### config.mk
export PLATFORM = sky130hd
export DESIGN_NAME = dacp_top
export DESIGN_NICKNAME = d
export VERILOG_FILES = /design/src/verilog/dacp_pkg.sv /design/src/verilog/dacp_rx_if.sv /design/src/verilog/dacp_serial_rx.sv /design/src/verilog/dacp_top.sv
export SDC_FILE = /design/constraint.sdc
export NUM_CORES = 1
export LEC_CHECK = 0
export CAP_MARGIN = 15
export CORE_AREA = 2 2 87 131
export CTS_BUF_LIST = sky130_fd_sc_hd__clkbuf_2 sky130_fd_sc_hd__clkbuf_4 sky130_fd_sc_hd__clkbuf_8
export DETAILED_ROUTE_END_ITERATION = 8
export DIE_AREA = 0 0 89 133
export DONT_BUFFER_PORTS = 1
export PLACE_DENSITY = 0.84
export SYNTH_ARGS = -nofsm -noshare
export SYNTH_HDL_FRONTEND = slang
export SYNTH_SLANG_ARGS = --single-unit
### constraint.sdc
create_clock -name i_clk -period 4.2 [get_ports i_clk]
set_input_delay 0.42 -clock i_clk [delete_from_list [all_inputs] [get_ports i_clk]]
set_output_delay 0.42 -clock i_clk [all_outputs]
set_load 0.05 [all_outputs]
### src/verilog/dacp_pkg.sv
// Package of constants for the dual converter serial capture block
package dacp_pkg;
  localparam int          CLK_MHZ         = 100;
  localparam int          SCLK_MAX_MHZ    = 32;
  localparam int          CONV_NS_X10     = 4375;
  localparam int          CONV_CYC        = (CONV_NS_X10 * CLK_MHZ) / 10000;
  localparam logic [3:0]  WLEN_16         = 4'hf;
  localparam logic [3:0]  WLEN_14         = 4'hd;
  localparam logic [3:0]  WLEN_PD         = 4'h9;
  localparam logic [4:0]  PD_BURST        = 5'h08;
  localparam int          WORD_W          = 16;
  localparam logic        FS_ACTIVE_LEVEL = 1'b0;
  localparam int          DIV_W           = 16;
  localparam logic [15:0] DIV_RESET       = 16'h0001;
  localparam logic [15:0] START_RESET     = 16'h0064;
  typedef enum logic [1:0] {ST_IDLE, ST_ASSERT, ST_BURST, ST_GAP} dacp_state_t;
endpackage

### src/verilog/dacp_rx_if.sv
// Interface carrying the word length and captured words between modules
interface dacp_rx_if;
  logic [3:0]  word_len;
  logic        enable;
  logic [15:0] word_a;
  logic [15:0] word_b;
  logic        word_valid;
  modport ctrl (output word_len, output enable, input word_a, input word_b, input word_valid);
  modport port (input word_len, input enable, output word_a, output word_b, output word_valid);
endinterface

### src/verilog/dacp_serial_rx.sv
// Receive port: samples both converter data lines on serial clock edges
module dacp_serial_rx
  import dacp_pkg::*;
(
  input  wire logic i_clk,
  input  wire logic i_rst,
  input  wire logic i_sclk_rise,
  input  wire logic i_fs_n,
  input  wire logic i_data_a,
  input  wire logic i_data_b,
  dacp_rx_if.port   rx
);
  logic [15:0] sh_a_q;
  logic [15:0] sh_b_q;
  logic [4:0]  cnt_q;
  logic        busy_q;
  logic        fs_prev_q;
  logic [15:0] wa_q;
  logic [15:0] wb_q;
  logic        vld_q;

  wire logic [4:0] len       = 5'(rx.word_len) + 5'd1;
  wire logic       fs_active = (i_fs_n == FS_ACTIVE_LEVEL);
  wire logic       fs_fall   = fs_active && fs_prev_q;
  wire logic       last_bit  = busy_q && i_sclk_rise && (cnt_q == len - 5'd1);

  // One frame sync per word; external sync, active low
  always_ff @(posedge i_clk or posedge i_rst) begin
    if (i_rst) begin
      sh_a_q    <= 16'h0000;
      sh_b_q    <= 16'h0000;
      cnt_q     <= 5'h00;
      busy_q    <= 1'b0;
      fs_prev_q <= 1'b1;
      wa_q      <= 16'h0000;
      wb_q      <= 16'h0000;
      vld_q     <= 1'b0;
    end else begin
      fs_prev_q <= i_fs_n;
      vld_q     <= 1'b0;
      if (!rx.enable) begin
        busy_q <= 1'b0;
      end else if (fs_fall) begin
        busy_q <= 1'b1;
        cnt_q  <= 5'h00;
        sh_a_q <= 16'h0000;
        sh_b_q <= 16'h0000;
      end else if (busy_q && i_sclk_rise) begin
        // MSB first, both lines at once
        sh_a_q <= {sh_a_q[14:0], i_data_a};
        sh_b_q <= {sh_b_q[14:0], i_data_b};
        cnt_q  <= cnt_q + 5'd1;
        if (last_bit) begin
          busy_q <= 1'b0;
          // Zero filled upper bits
          wa_q   <= {sh_a_q[14:0], i_data_a};
          wb_q   <= {sh_b_q[14:0], i_data_b};
          vld_q  <= 1'b1;
        end
      end
    end
  end

  assign rx.word_a     = wa_q;
  assign rx.word_b     = wb_q;
  assign rx.word_valid = vld_q;
endmodule

### src/verilog/dacp_top.sv
// Top: conversion control, serial clock divider and dual-line capture
// Contract
// - Receive port uses external bit clock and frame sync and is enabled.
// - Frame sync is active low, one per received word.
// - Data sampled on rising serial clock edge, assembled MSB first.
// - Secondary channel captures converter B alongside converter A.
// - Word length 1111 gives 16 bits, 1101 gives 14; upper bits zero.
// - Power-down uses word length 1001, an 8-clock burst.
// - Control module drives chip select; data comes only via receive port.
// - Serial clock up to 32 MHz; dual conversion in 437.5 ns.
module dacp_top
  import dacp_pkg::*;
#(
  parameter int DIV_WIDTH = DIV_W
)
(
  input  wire logic        i_clk,
  input  wire logic        i_rst,
  input  wire logic        i_start,
  input  wire logic        i_power_down,
  input  wire logic        i_mode_14bit,
  input  wire logic [15:0] i_sclk_half_div,
  input  wire logic        i_receive_serial_clock,
  input  wire logic        i_receive_frame_sync_n,
  input  wire logic        i_converter_a_data_out,
  input  wire logic        i_converter_b_data_out,
  output logic             o_converter_cs_n,
  output logic             o_converter_serial_clock,
  output logic             o_busy,
  output logic [15:0]      o_result_a,
  output logic [15:0]      o_result_b,
  output logic             o_result_valid
);
  // ****************************************************
  // Elaboration checks
  // ****************************************************
  // Divider counter and ceiling guard assume these bounds
  if (DIV_WIDTH < 2 || DIV_WIDTH > 16) begin : g_div_width_check
    $error("DIV_WIDTH out of range");
  end
  // Shift registers are sized for the longest word only
  if (WORD_W != 16) begin : g_word_width_check
    $error("WORD_W must be 16");
  end
  // Power-down burst must stay shorter than any data word
  if (PD_BURST >= 5'h0e) begin : g_pd_burst_check
    $error("PD_BURST too long");
  end

  // ****************************************************
  // Helpers
  // ****************************************************
  // Serial clocks per frame for a word length setting
  function automatic logic [4:0] frame_bits(input logic [3:0] len);
    if (len == WLEN_PD) begin
      return PD_BURST;
    end
    return 5'(len) + 5'd1;
  endfunction

  // ****************************************************
  // Pin synchronisers
  // ****************************************************
  logic [1:0] sclk_s_q;
  logic [1:0] fs_s_q;
  logic [1:0] da_s_q;
  logic [1:0] db_s_q;
  logic       sclk_prev_q;

  // Link clock idles high; reset to that level so no false edge follows
  always_ff @(posedge i_clk or posedge i_rst) begin
    if (i_rst) begin
      sclk_s_q    <= 2'b11;
      fs_s_q      <= 2'b11;
      da_s_q      <= 2'b00;
      db_s_q      <= 2'b00;
      sclk_prev_q <= 1'b1;
    end else begin
      sclk_s_q    <= {sclk_s_q[0], i_receive_serial_clock};
      fs_s_q      <= {fs_s_q[0], i_receive_frame_sync_n};
      da_s_q      <= {da_s_q[0], i_converter_a_data_out};
      db_s_q      <= {db_s_q[0], i_converter_b_data_out};
      sclk_prev_q <= sclk_s_q[1];
    end
  end

  // Rising edge found on the synchronised external clock
  wire logic sclk_rise = sclk_s_q[1] && !sclk_prev_q;

  // ****************************************************
  // Conversion control
  // ****************************************************
  dacp_rx_if rx ();

  dacp_state_t st_q;
  logic [15:0] div_cnt_q;
  logic [4:0]  edge_cnt_q;
  logic        cs_n_q;
  logic        sclk_q;
  logic [3:0]  len_q;

  // Power-down wins; 14-bit else 16-bit
  wire logic [3:0] len_sel = i_power_down ? WLEN_PD : (i_mode_14bit ? WLEN_14 : WLEN_16);
  wire logic [4:0] burst   = frame_bits(len_q);
  // Divider floor keeps the serial clock within its 32 MHz ceiling
  wire logic [15:0] half   = (i_sclk_half_div < DIV_RESET + 16'h0001) ? 16'h0002
                                                                       : i_sclk_half_div;
  wire logic        tick   = (div_cnt_q >= half - 16'h0001);
  wire logic        st_idle  = (st_q == ST_IDLE);
  // Power-down frames never reach the result registers
  wire logic        pd_frame = (len_q == WLEN_PD);
  wire logic        take_res = rx.word_valid && !pd_frame;

  always_ff @(posedge i_clk or posedge i_rst) begin
    if (i_rst) begin
      st_q       <= ST_IDLE;
      div_cnt_q  <= 16'h0000;
      edge_cnt_q <= 5'h00;
      cs_n_q     <= 1'b1;
      sclk_q     <= 1'b1;
      len_q      <= WLEN_16;
    end else begin
      div_cnt_q <= tick ? 16'h0000 : div_cnt_q + 16'h0001;
      case (st_q)
        ST_IDLE: begin
          sclk_q <= 1'b1;
          if (i_start) begin
            // Chip select fall starts sampling
            len_q     <= len_sel;
            cs_n_q    <= 1'b0;
            div_cnt_q <= 16'h0000;
            st_q      <= ST_ASSERT;
          end
        end
        ST_ASSERT: begin
          if (tick) begin
            edge_cnt_q <= 5'h00;
            sclk_q     <= 1'b0;
            st_q       <= ST_BURST;
          end
        end
        ST_BURST: begin
          // Conversion paced by the serial clock count
          if (tick) begin
            sclk_q <= !sclk_q;
            if (!sclk_q) begin
              edge_cnt_q <= edge_cnt_q + 5'd1;
              if (edge_cnt_q == burst - 5'd1) begin
                st_q <= ST_GAP;
              end
            end
          end
        end
        ST_GAP: begin
          // Select held one half period past the last rising edge
          if (tick) begin
            cs_n_q <= 1'b1;
            sclk_q <= 1'b1;
            st_q   <= ST_IDLE;
          end
        end
        default: begin
          st_q <= ST_IDLE;
        end
      endcase
    end
  end

  // Port always enabled for reception
  assign rx.enable   = 1'b1;
  assign rx.word_len = len_q;

  // ****************************************************
  // Receive port and result registers
  // ****************************************************
  // Receiver sees the link only through the synchronisers
  dacp_serial_rx u_rx (
    .i_clk       (i_clk),
    .i_rst       (i_rst),
    .i_sclk_rise (sclk_rise),
    .i_fs_n      (fs_s_q[1]),
    .i_data_a    (da_s_q[1]),
    .i_data_b    (db_s_q[1]),
    .rx          (rx)
  );

  logic [15:0] res_a_q;
  logic [15:0] res_b_q;
  logic        res_v_q;
  logic        busy_q;

  // Results only from the receive port
  always_ff @(posedge i_clk or posedge i_rst) begin
    if (i_rst) begin
      res_a_q <= 16'h0000;
      res_b_q <= 16'h0000;
      res_v_q <= 1'b0;
      busy_q  <= 1'b0;
    end else begin
      res_v_q <= take_res;
      // Busy rises with the accepted start; starts are refused only while the state is not ST_IDLE
      busy_q  <= !st_idle || i_start;
      if (take_res) begin
        res_a_q <= rx.word_a;
        res_b_q <= rx.word_b;
      end
    end
  end

  // ****************************************************
  // Outputs
  // ****************************************************
  assign o_converter_cs_n         = cs_n_q;
  assign o_converter_serial_clock = sclk_q;
  assign o_busy                   = busy_q;
  assign o_result_a               = res_a_q;
  assign o_result_b               = res_b_q;
  assign o_result_valid           = res_v_q;
endmodule

After elaboration in Yosys (flattened, before gate mapping)
Index checks and enable logic that the tools add are counted.
- flip-flop bits (word level): 142
- bits in latches: 0
- memory bits (writable): 0
- ROM bits: 0
- bits of input ports: 25
- output and inout port bits: 36
- word-level logic and storage cells: 106
- memories: 0
- add/subtract/negate cells: 7
- $mul: 0
- divide/modulo/power cells: 0
- $lt $le $gt $ge: 2
- equality and inequality tests: 12
- shift operators: 0
- mux-type cells: 38
- bitwise gates (word level): 2
- reductions and logical operators: 22
- operators by type and width (operator ; count):
    2-to-1 mux 16 bit ; 4
    2-to-1 mux 15 bit ; 4
    2-to-1 mux 5 bit ; 7
    adder 16 x 1 -> 16 bit (second input constant) ; 1
    >= comparator 16 bit ; 1
    < comparator 16 x 2 -> 1 bit (second input constant) ; 1
    subtractor 16 x 1 -> 16 bit (second input constant) ; 1
    2-to-1 mux 2 bit ; 7
    != test 2 bit (second input constant) ; 6
    2-to-1 mux 1 bit ; 11
    adder 5 x 1 -> 5 bit (second input constant) ; 2
    == test 5 bit ; 2
    case mux 5 bit (2 select lines) ; 1
    subtractor 5 x 1 -> 5 bit (second input constant) ; 2
    AND reduction 3 bit ; 3
    case mux 2 bit (4 select lines) ; 1
    nonzero test 2 bit ; 4
    AND reduction 6 bit ; 1
    adder 4 x 1 -> 5 bit (second input constant) ; 1
    logical AND 1 bit ; 5
    == test 2 bit (second input constant) ; 2
    == test 4 bit (second input constant) ; 1
    logical NOT 1 bit ; 4
    case mux 1 bit (4 select lines) ; 1
    8 further kinds ; 10

Logic depth before layout (Yosys ltp)
Gate-level depths: netlist of the first run.
- depth in word-level cells: 9
- mapped depth: 16
- mapped depth without buffers: 16

Modules after synthesis
A second synthesis of the first run with hierarchy kept.
- cell total of the unflattened synthesis: 490
- area total of the unflattened synthesis: 6349.8 µm²
- by module, submodules not included (module ; instances ; cells an instance ; area each (µm²) ; sequential area each (µm²)):
    dacp_top ; 1 ; 315 ; 3539.6 ; 1762.9
    dacp_serial_rx ; 1 ; 175 ; 2810.2 ; 1752.9

Worst setup path after synthesis of the first run
Ideal clock, no wire load.
- path kind: input to register
- start: in i_sclk_half_div[10]
- end: reg st_q[1]
- library setup time: 0.125 ns
- data arrival time: 4.208 ns
- required time: 4.075 ns
- setup slack: -0.132 ns
- stages: 16
- buffers on the path: 0
- cells stage by stage: or4_4 or4_4 nor3_1 nand2b_1 ha_1 nand2b_1 or2_2 nor4_1 xnor2_1 ha_1 nand2_1 o21ai_0 a221oi_1 nand3_1 o211ai_1 mux2_2
- word-level cells in the longest chain between the ends: 6
- elaborated cells on any way between the ends: 8
- those cells by class: 1 x add/sub; 2 x order compare; 3 x eq/ne; 1 x mux; 1 x reduce/logical
- ends and longest elaborated chain (item ; line ; RTL):
    start: declaration ; dacp_top.sv:22 ; input wire logic [15:0] i_sclk_half_div,
    < comparator 16 x 2 -> 1 bit ; dacp_top.sv:106 ; wire logic [15:0] half = (i_sclk_half_div < DIV_RESET + 16'h0001) ? 16'h0002
    2-to-1 mux 16 bit (*) ; dacp_top.sv:106 ;
    subtractor 16 x 1 -> 16 bit (*) ; dacp_top.sv:108 ; wire logic tick = (div_cnt_q >= half - 16'h0001);
    >= comparator 16 bit (*) ; dacp_top.sv:108 ;
    != test 2 bit (no line) ; n/a ;
    AND reduction 6 bit (no line) (*) ; n/a ;
    end signal: assignment ; dacp_top.sv:116 ; st_q <= ST_IDLE;
    end signal: assignment ; dacp_top.sv:132 ; st_q <= ST_ASSERT;
    end signal: assignment ; dacp_top.sv:139 ; st_q <= ST_BURST;
    end: declaration ; dacp_top.sv:95 ; dacp_state_t st_q;
Mark *: on every way between the ends. The rest lies on a longest branch, timed or not.
A chain may end at the register's enable or synchronous reset.

Worst setup path in the final report of the first run
Same ends and word-level chain as after synthesis.

==> results.md, run 1 <==
* Antenna viol nets, final at 0
* Detailed placement HPWL at 7850 um
* Fill count at 845
* Layout cells sized above 1 at 0.167
* Post-Synth XOR/XNOR Area at 0.0480
* Clock buffer depth at 2
* Tot Pwr at 0.00316 W
* Avg WL per Cell at 15.5 um
* Worst Skew at 0.0108 ns
* Max cap viols at 0
* Die X at 89 um
* HP Start: i_power_down
* Post-Syn Area at 0.00621 mm^2
* Count of cell types in the netlist at 47
* Post-synthesis register bit count at 140
* Worst setup path class: input port to register
* Via count at 4331
* Sequential Power Share at 0.493
* Crit path max fanout at 6
* Routability Congestion at 0.861
* Relative slew slack at 0.286
* Core Box Area at 0.0108 mm^2
* Placed insts at 733
* Slew @ Worst Pin at 1.07 ns
* EDFF count, synth at 0
* Ys flop type: dfrtp_1
* Pleak at 3.39 nW
* Largest stage delay, worst path at 0.52 ns
* Crit path buf inv count at 0
* Post-synthesis mux area share at 0.0633
* Cells on worst reg2reg path at 7
* CP arrival at 4.33 ns
* Min-Delay Endpoint: len_q[1]
* Vias per cell at 5.62
* Clk_lat worst skew at 0.43 ns
* Clk pwr share at 0.374
* Worst setup path start: i_sclk_half_div[10]
* P_sw at 0.000876 W
* Comb power frac at 0.133
* CTS tree: built
* DR pass1 iterations at 4
* Synth Area in Compound Gates at 0.0603
* Root buffer cell: clkbuf_8
* Maximum vdd drop at 374 uV
* Post-route cell area at 0.00694 mm^2
* Warnings, synthesis at 0
* CP delay by family, top: simple AND/OR/NAND/NOR gates
* Largest family of logic cells by synthesized area: simple AND/OR/NAND/NOR gates
* Number of global-route vias before repair at 4510
* Initial antenna violation count at 0
* H-tree levels at 4
* Syn avg cell area at 10.4 um^2
* Total Nets Final at 661
* Clock-pin slew of the registers on the worst-case setup and hold paths at 0.08 ns
* CTS buffer count at 17
* First-pass GRT wire length at 20200 um
* Residual DRC at 0
* FF/Latch Area at 0.00352 mm^2
* Cells after synthesis at 598
* Overflow after GRT at 0
* Startpoint types: input port
* Final WS setup at 0.186 ns
* Area growth syn-to-layout at 11.8%
* Reg-to-reg slack, setup at 1.67 ns
* FMAX at 0.249 GHz
* Initial DRC count at 289
* CP Depth at 16
* Syn_nets at 648
* Io pins at 61
* Area of the multi-input gates at 0.00260 mm^2
* Final min period at 4.01 ns
* Met3 routed WL at 393 um
* Outcome: finished clean
* Met2 wire length at 6640 um
* Async S/R FF share, synth at 1.00
* Sequential fraction of the synthesis area at 0.567
* Sw frac at 0.277
* Worst r2r dst: u_rx.rx.word_a[7]
* Final setup fails at 0
* Largest net degree at the start of global routing at 116
* Worst R2R Start: u_rx.fs_prev_q
* Starting density of the core at 0.574
* Worst min path class: input port to register
* CTS Sinks at 140
* Chip Height at 133 um
* Die area at 0.0118 mm^2
* # rows at 47
* Final-report max-slew violation count at 0
* Pre-CTS WS at -0.230 ns
* Crit path cell chain: or4_4 > or4_4 > nor3_2 > nand2b_1 > ha_1 > nand2b_1 > or2_2 > nor4_4 > xnor2_1 > ha_1 > nand2_1 > o21ai_0 > a221oi_2 > nand3_2 > o211ai_1 > mux2_2
* Int Pwr at 0.00229 W
* Post-Synth Adder-Cell Area at 0.0504
* Port Buffer Count at 0
* PD cells at 456 mW/mm^2
* Cell Count, Final, Fillers Out at 771
* Ant. Diodes at 0
* CP Capture Type: register
* Crit share post-route at 0.956
* Wl on met1 at 4720 um
* Placed cell area at 0.00643 mm^2
* DRT Wirelength at 12000 um
* Max layer used: met4
* Post-Synth Simple-Gate Area at 0.190
* Count of final hold-check violations at 0
* Total global-route track usage at 0.218
* Required @ worst endpoint at 4.52 ns
* Worst path slowest cell: or4_4
* Hold Path Cell Cnt at 1
## cells by family (layout without fill, tap and decap cells)
kind of cell    after synthesis  in the layout
xor+xnor                     34             34
flops                       140            140
mux                          35             35
buf+inv                      34             60
fa+ha+maj                    25             25
compound gates               61             61
simple gates                269            269
## worst max-delay path by stage
stage	end	slack, ns
after floorplan	st_q[1]	0.02
after global placement	st_q[1]	-0.04
after detailed placement	st_q[1]	-0.23
after CTS	st_q[1]	0.24
after global routing	st_q[1]	-0.01
final	st_q[1]	0.19
## registers in the layout, indices dropped and copies added, names as in the netlist, 2 cells and up
name            cells
u_rx.sh_a_q        15
o_result_b         16
u_rx.sh_b_q        15
len_q               2
fs_s_q              2
u_rx.rx.word_b     16
div_cnt_q          16
st_q                2
sclk_s_q            2
db_s_q              2
u_rx.rx.word_a     16
edge_cnt_q          5
u_rx.cnt_q          5
o_result_a         16
da_s_q              2
## per-stage QoR
step	hold slack (ns)	setup TNS, ns	utilization
2_1_floorplan	0.331	0	-
3_3_place_gp	0.337	-0.0707	0.594
3_5_place_dp	0.336	-1.02	0.594
4_1_cts	0.0210	0	0.638
5_1_grt	0.0186	-0.0113	0.641
6_report	0.0425	0	0.641
## layer usage
layer  track usage  vias up
met5             0        -
met2         0.390      101
li1              -     2022
met1         0.242     2186
met4        0.0796        0
met3        0.0586       22
## synth_stat cells (2+ instances only)
cell / number / area share
nand2b_1: 4 / 0.0040
o31ai_1: 2 / 0.0024
or4_4: 2 / 0.0036
nor2b_1: 3 / 0.0030
nor2_1: 33 / 0.020
nand3_1: 9 / 0.0073
nor3_1: 11 / 0.0089
and3_1: 9 / 0.0091
xnor2_1: 20 / 0.028
o21ai_0: 7 / 0.0056
or2_1: 2 / 0.0020
a21oi_1: 38 / 0.031
dfstp_2: 10 / 0.042
nand2_1: 174 / 0.11
or4_1: 3 / 0.0036
nor4_1: 3 / 0.0030
mux2_2: 34 / 0.062
buf_1: 7 / 0.0042
xor2_1: 14 / 0.020
inv_1: 8 / 0.0048
nand3b_1: 2 / 0.0024
ha_1: 25 / 0.050
a221o_1: 4 / 0.0065
nand4_1: 5 / 0.0050
dfrtp_1: 130 / 0.52
clkbuf_1: 17 / 0.010
nand4b_1: 2 / 0.0028
## power groups by stage
stage          logic, W  registers (W)  clock network [W]
2_1_floorplan  0.000336        0.00153                  0
3_3_place_gp   0.000365        0.00158                  0
3_5_place_dp   0.000404        0.00158                  0
4_1_cts        0.000411        0.00156            0.00120
5_1_grt        0.000482        0.00157            0.00127
6_report       0.000422        0.00156            0.00118
## cells in the final DEF (no fill, tap or decap), types with 3 or more instances in the layout
master	Yosys	final
nand3_1	9	8
o21ai_0	7	7
mux2_2	34	34
xnor2_1	20	20
or4_1	3	3
nor2_1	33	33
and3_1	9	9
inv_1	8	7
bufinv_16	0	4
dlygate4sd3_1	0	4
buf_4	0	14
nand4_1	5	5
ha_1	25	25
dfrtp_1	130	130
nand2b_1	4	4
xor2_1	14	14
dfstp_2	10	10
nor3_1	11	10
clkbuf_8	0	17
nand2_1	174	174
clkinv_4	0	3
a21oi_1	38	38
inv_6	0	3
a221o_1	4	4
## timing repair
action	4_1_cts	5_1_grt
setup endpoints to repair	0	1
hold buffers	4	0
setup buffers	0	1
endpoints found under the hold margin	4	0
gates resized for setup	0	1
## final cells by class
cell class,count,area share
clock inverter,13,0.0272
timing repair buffer,19,0.0231
clock buffer,19,0.0359
sequential,140,0.507
tap,147,0.0265
inverter,9,0.00559
multi-input combinational,424,0.375
No activity file was read; power rests on OpenSTA's default activity.
==> inputs of run 2 (changes only) <==
--- a/config.mk
+++ b/config.mk
@@ -11,7 +11,8 @@
 export DETAILED_ROUTE_END_ITERATION = 8
 export DIE_AREA = 0 0 89 133
 export DONT_BUFFER_PORTS = 1
-export PLACE_DENSITY = 0.84
+export PLACE_DENSITY = 0.73
+export REMOVE_ABC_BUFFERS = 1
 export SYNTH_ARGS = -nofsm -noshare
 export SYNTH_HDL_FRONTEND = slang
 export SYNTH_SLANG_ARGS = --single-unit
==> run 2 against run 1 <==
First-iteration DRC count fell by 39%; hold slack got worse by 0.0071 ns; sequential share of layout area fell by 0.14 points; fmax fell by 0.21%; non-clock buffer count fell by 1; critical endpoint is now edge_cnt_q[3]; largest power group unchanged.
==> results.md, run 2 (same netlist as run 1, synthesis figures left out) <==
* Detailed placement HPWL at 7590 um (-3.3%)
* Cells on worst reg2reg path at 8 (+1)
* Pleak at 3.39 nW (about the same)
* Crit path max fanout at 5 (-1)
* Startpoint types: input port
* Hold WS at 0.0353 ns (-0.00711 ns)
* Initial antenna violation count at 0 (unchanged)
* Total global-route track usage at 0.210 (-0.00805)
* Final setup fails at 0 (unchanged)
* Via count at 4259 (-1.7%)
* Initial DRC count at 175 (-39%)
* CTS buffer count at 17 (unchanged)
* Final WS setup at 0.178 ns (-0.00836 ns)
* Required @ worst endpoint at 4.51 ns (about the same)
* Most common cell after layout, fill and taps aside: nand2_1
* Ant. Diodes at 0 (unchanged)
* Worst min path class: input port to async pin
* Clock buffer depth at 2 (unchanged)
* CTS Sinks at 140 (unchanged)
* Relative slew slack at 0.284 (-0.00146)
* Outcome: finished clean
* Clock-pin slew of the registers on the worst-case setup and hold paths at 0.08 ns (about the same)
* Post-route cell area at 0.00696 mm^2 (+0.27%)
* Met2 Usage GRT at 0.341 (-0.0493)
* Placed cell area at 0.00641 mm^2 (-0.23%)
* Worst setup path class: input port to register
* Reg-to-reg slack, setup at 1.27 ns (-0.40 ns)
* First-pass GRT wire length at 19600 um (-3.1%)
* Area growth syn-to-layout at 12.1%
* Root buffer cell: clkbuf_8
* Port Buffer Count at 0 (unchanged)
* Count of final hold-check violations at 0 (unchanged)
* M1 GR Usage at 0.258 (+0.0164)
* Die X at 89 um (unchanged)
* H-tree levels at 4 (unchanged)
* FMAX at 0.249 GHz (-0.21%)
* Number of global-route vias before repair at 4350 (-3.5%)
* Pre-CTS WS at -0.337 ns (-0.107 ns)
* Fill count at 909 (+7.6%)
* Met3 GRT Util at 0.0561 (-0.00250)
* Layout cells sized above 1 at 0.167 (+0.000268)
* Slew @ Worst Pin at 1.07 ns (+0.00218 ns)
* Die area at 0.0118 mm^2 (unchanged)
* DR pass1 iterations at 4 (unchanged)
* Crit share post-route at 0.958 (+0.00199)
* Max cap viols at 0 (unchanged)
* Worst Skew at 0.0105 ns (-0.000382 ns)
* CP arrival at 4.33 ns (about the same)
* Routability Congestion at 0.891 (+3.4%)
* Worst r2r dst: u_rx.rx.word_b[6]
* Chip Height at 133 um (unchanged)
* # Post-CTS Setup Buffers at 0 (unchanged)
* Global route hottest layer: met2
* CP Capture Type: register
* Starting density of the core at 0.574 (unchanged)
* Io pins at 61 (unchanged)
* Worst R2R Start: u_rx.fs_prev_q
* Maximum vdd drop at 283 uV (-24%)
* Largest net degree at the start of global routing at 112 (-3.4%)
* Final Util at 0.643 (+0.00174)
* Final-report max-slew violation count at 0 (unchanged)
* Clk_lat worst skew at 0.43 ns (about the same)
* Overflow after GRT at 0 (unchanged)
* Vias per cell at 5.53 (-1.5%)
* Core Box Area at 0.0108 mm^2 (unchanged)
* Antenna viol nets, final at 0 (unchanged)
* Residual DRC at 0 (unchanged)
* # rows at 47 (unchanged)
* Commonest non-fill, non-tap cells in the layout: nand2_1 (174), dfrtp_1 (130), a21oi_1 (38)
* CTS tree: built
* PD cells at 465 mW/mm^2 (+2.0%)
* DRT Wirelength at 11300 um (-5.5%)
* Total Nets Final at 660 (-0.15%)
* Final min period at 4.02 ns (+0.00836 ns)
* Avg WL per Cell at 14.7 um (-5.4%)
==> run 2: cell types whose count changed in the layout (fill, tap and decap cells not counted), sizes merged <==
cell / before / now
clkinv: 6 / 3
clkinvlp: 2 / 1
bufinv: 4 / 5
clkbuf: 19 / 18
buf: 15 / 14
inv: 10 / 14
==> run 2: per-layer routing <==
metal,up-vias,share of wire
met5,-,0
met4,0,0.032
met3,24,0.034
met2,84,0.51
met1,2120,0.42
li1,2031,-
==> run 2: final cells by class <==
| class | instances | area, um^2 | area share |
|---|---|---|---|
| clock buffers | 18 | 248 | 0.0356 |
| inverters | 9 | 38.8 | 0.00558 |
| flip-flops and latches | 140 | 3520 | 0.505 |
| repair buffers | 18 | 145 | 0.0209 |
| multi-input cells | 424 | 2590 | 0.373 |
| well taps | 147 | 184 | 0.0264 |
| clock inverters | 14 | 230 | 0.0331 |
==> run 2: timing repair <==
action | 4_1_cts | 5_1_grt
hold buffers | 4 | 0
resized for setup | 0 | 6
setup endpoints to repair | 0 | 8
hold endpoints to repair | 4 | 0
==> run 2: how the worst max path moves through the flow <==
stage,from,cells past startpoint,end
after CTS,i_sclk_half_div[6],17,edge_cnt_q[3]
after detailed placement,i_sclk_half_div[6],17,edge_cnt_q[4]
after floorplan,i_sclk_half_div[10],16,st_q[1]
after global routing,i_sclk_half_div[6],17,edge_cnt_q[4]
after global placement,i_sclk_half_div[10],17,edge_cnt_q[0]
final,i_sclk_half_div[6],17,edge_cnt_q[3]
==> run 2: per-stage QoR <==
| stage | setup TNS, ns | std cells | power (W) |
|---|---|---|---|
| 2_1_floorplan | -0.252 | 573 | 0.00186 |
| 3_3_place_gp | -0.766 | 734 | 0.00195 |
| 3_5_place_dp | -2.17 | 734 | 0.00199 |
| 4_1_cts | 0 | 770 | 0.00327 |
| 5_1_grt | -0.00262 | 770 | 0.00341 |
| 6_report | 0 | 770 | 0.00324 |
==> run 2: power breakdown <==
part | internal (W) | switching [W]
Clock | 0.000739 | 0.000535
Sequential | 0.00143 | 0.000123
Combinational | 0.000180 | 0.000227
Total | 0.00235 | 0.000884
==> run 2: critical path, cell delays in order <==
cell and delay (ns):
or4_1 0.53, or4_1 0.47, nor3_2 0.15, nand2b_1 0.15, ha_2 0.20, nand2b_1 0.07, or2_2 0.33, nor2_1 0.13
xnor2_1 0.15, ha_1 0.30, a21oi_1 0.20, nand2_1 0.10, a221oi_2 0.30, nand3_1 0.17, buf_4 0.19, buf_4 0.14
a221o_1 0.32
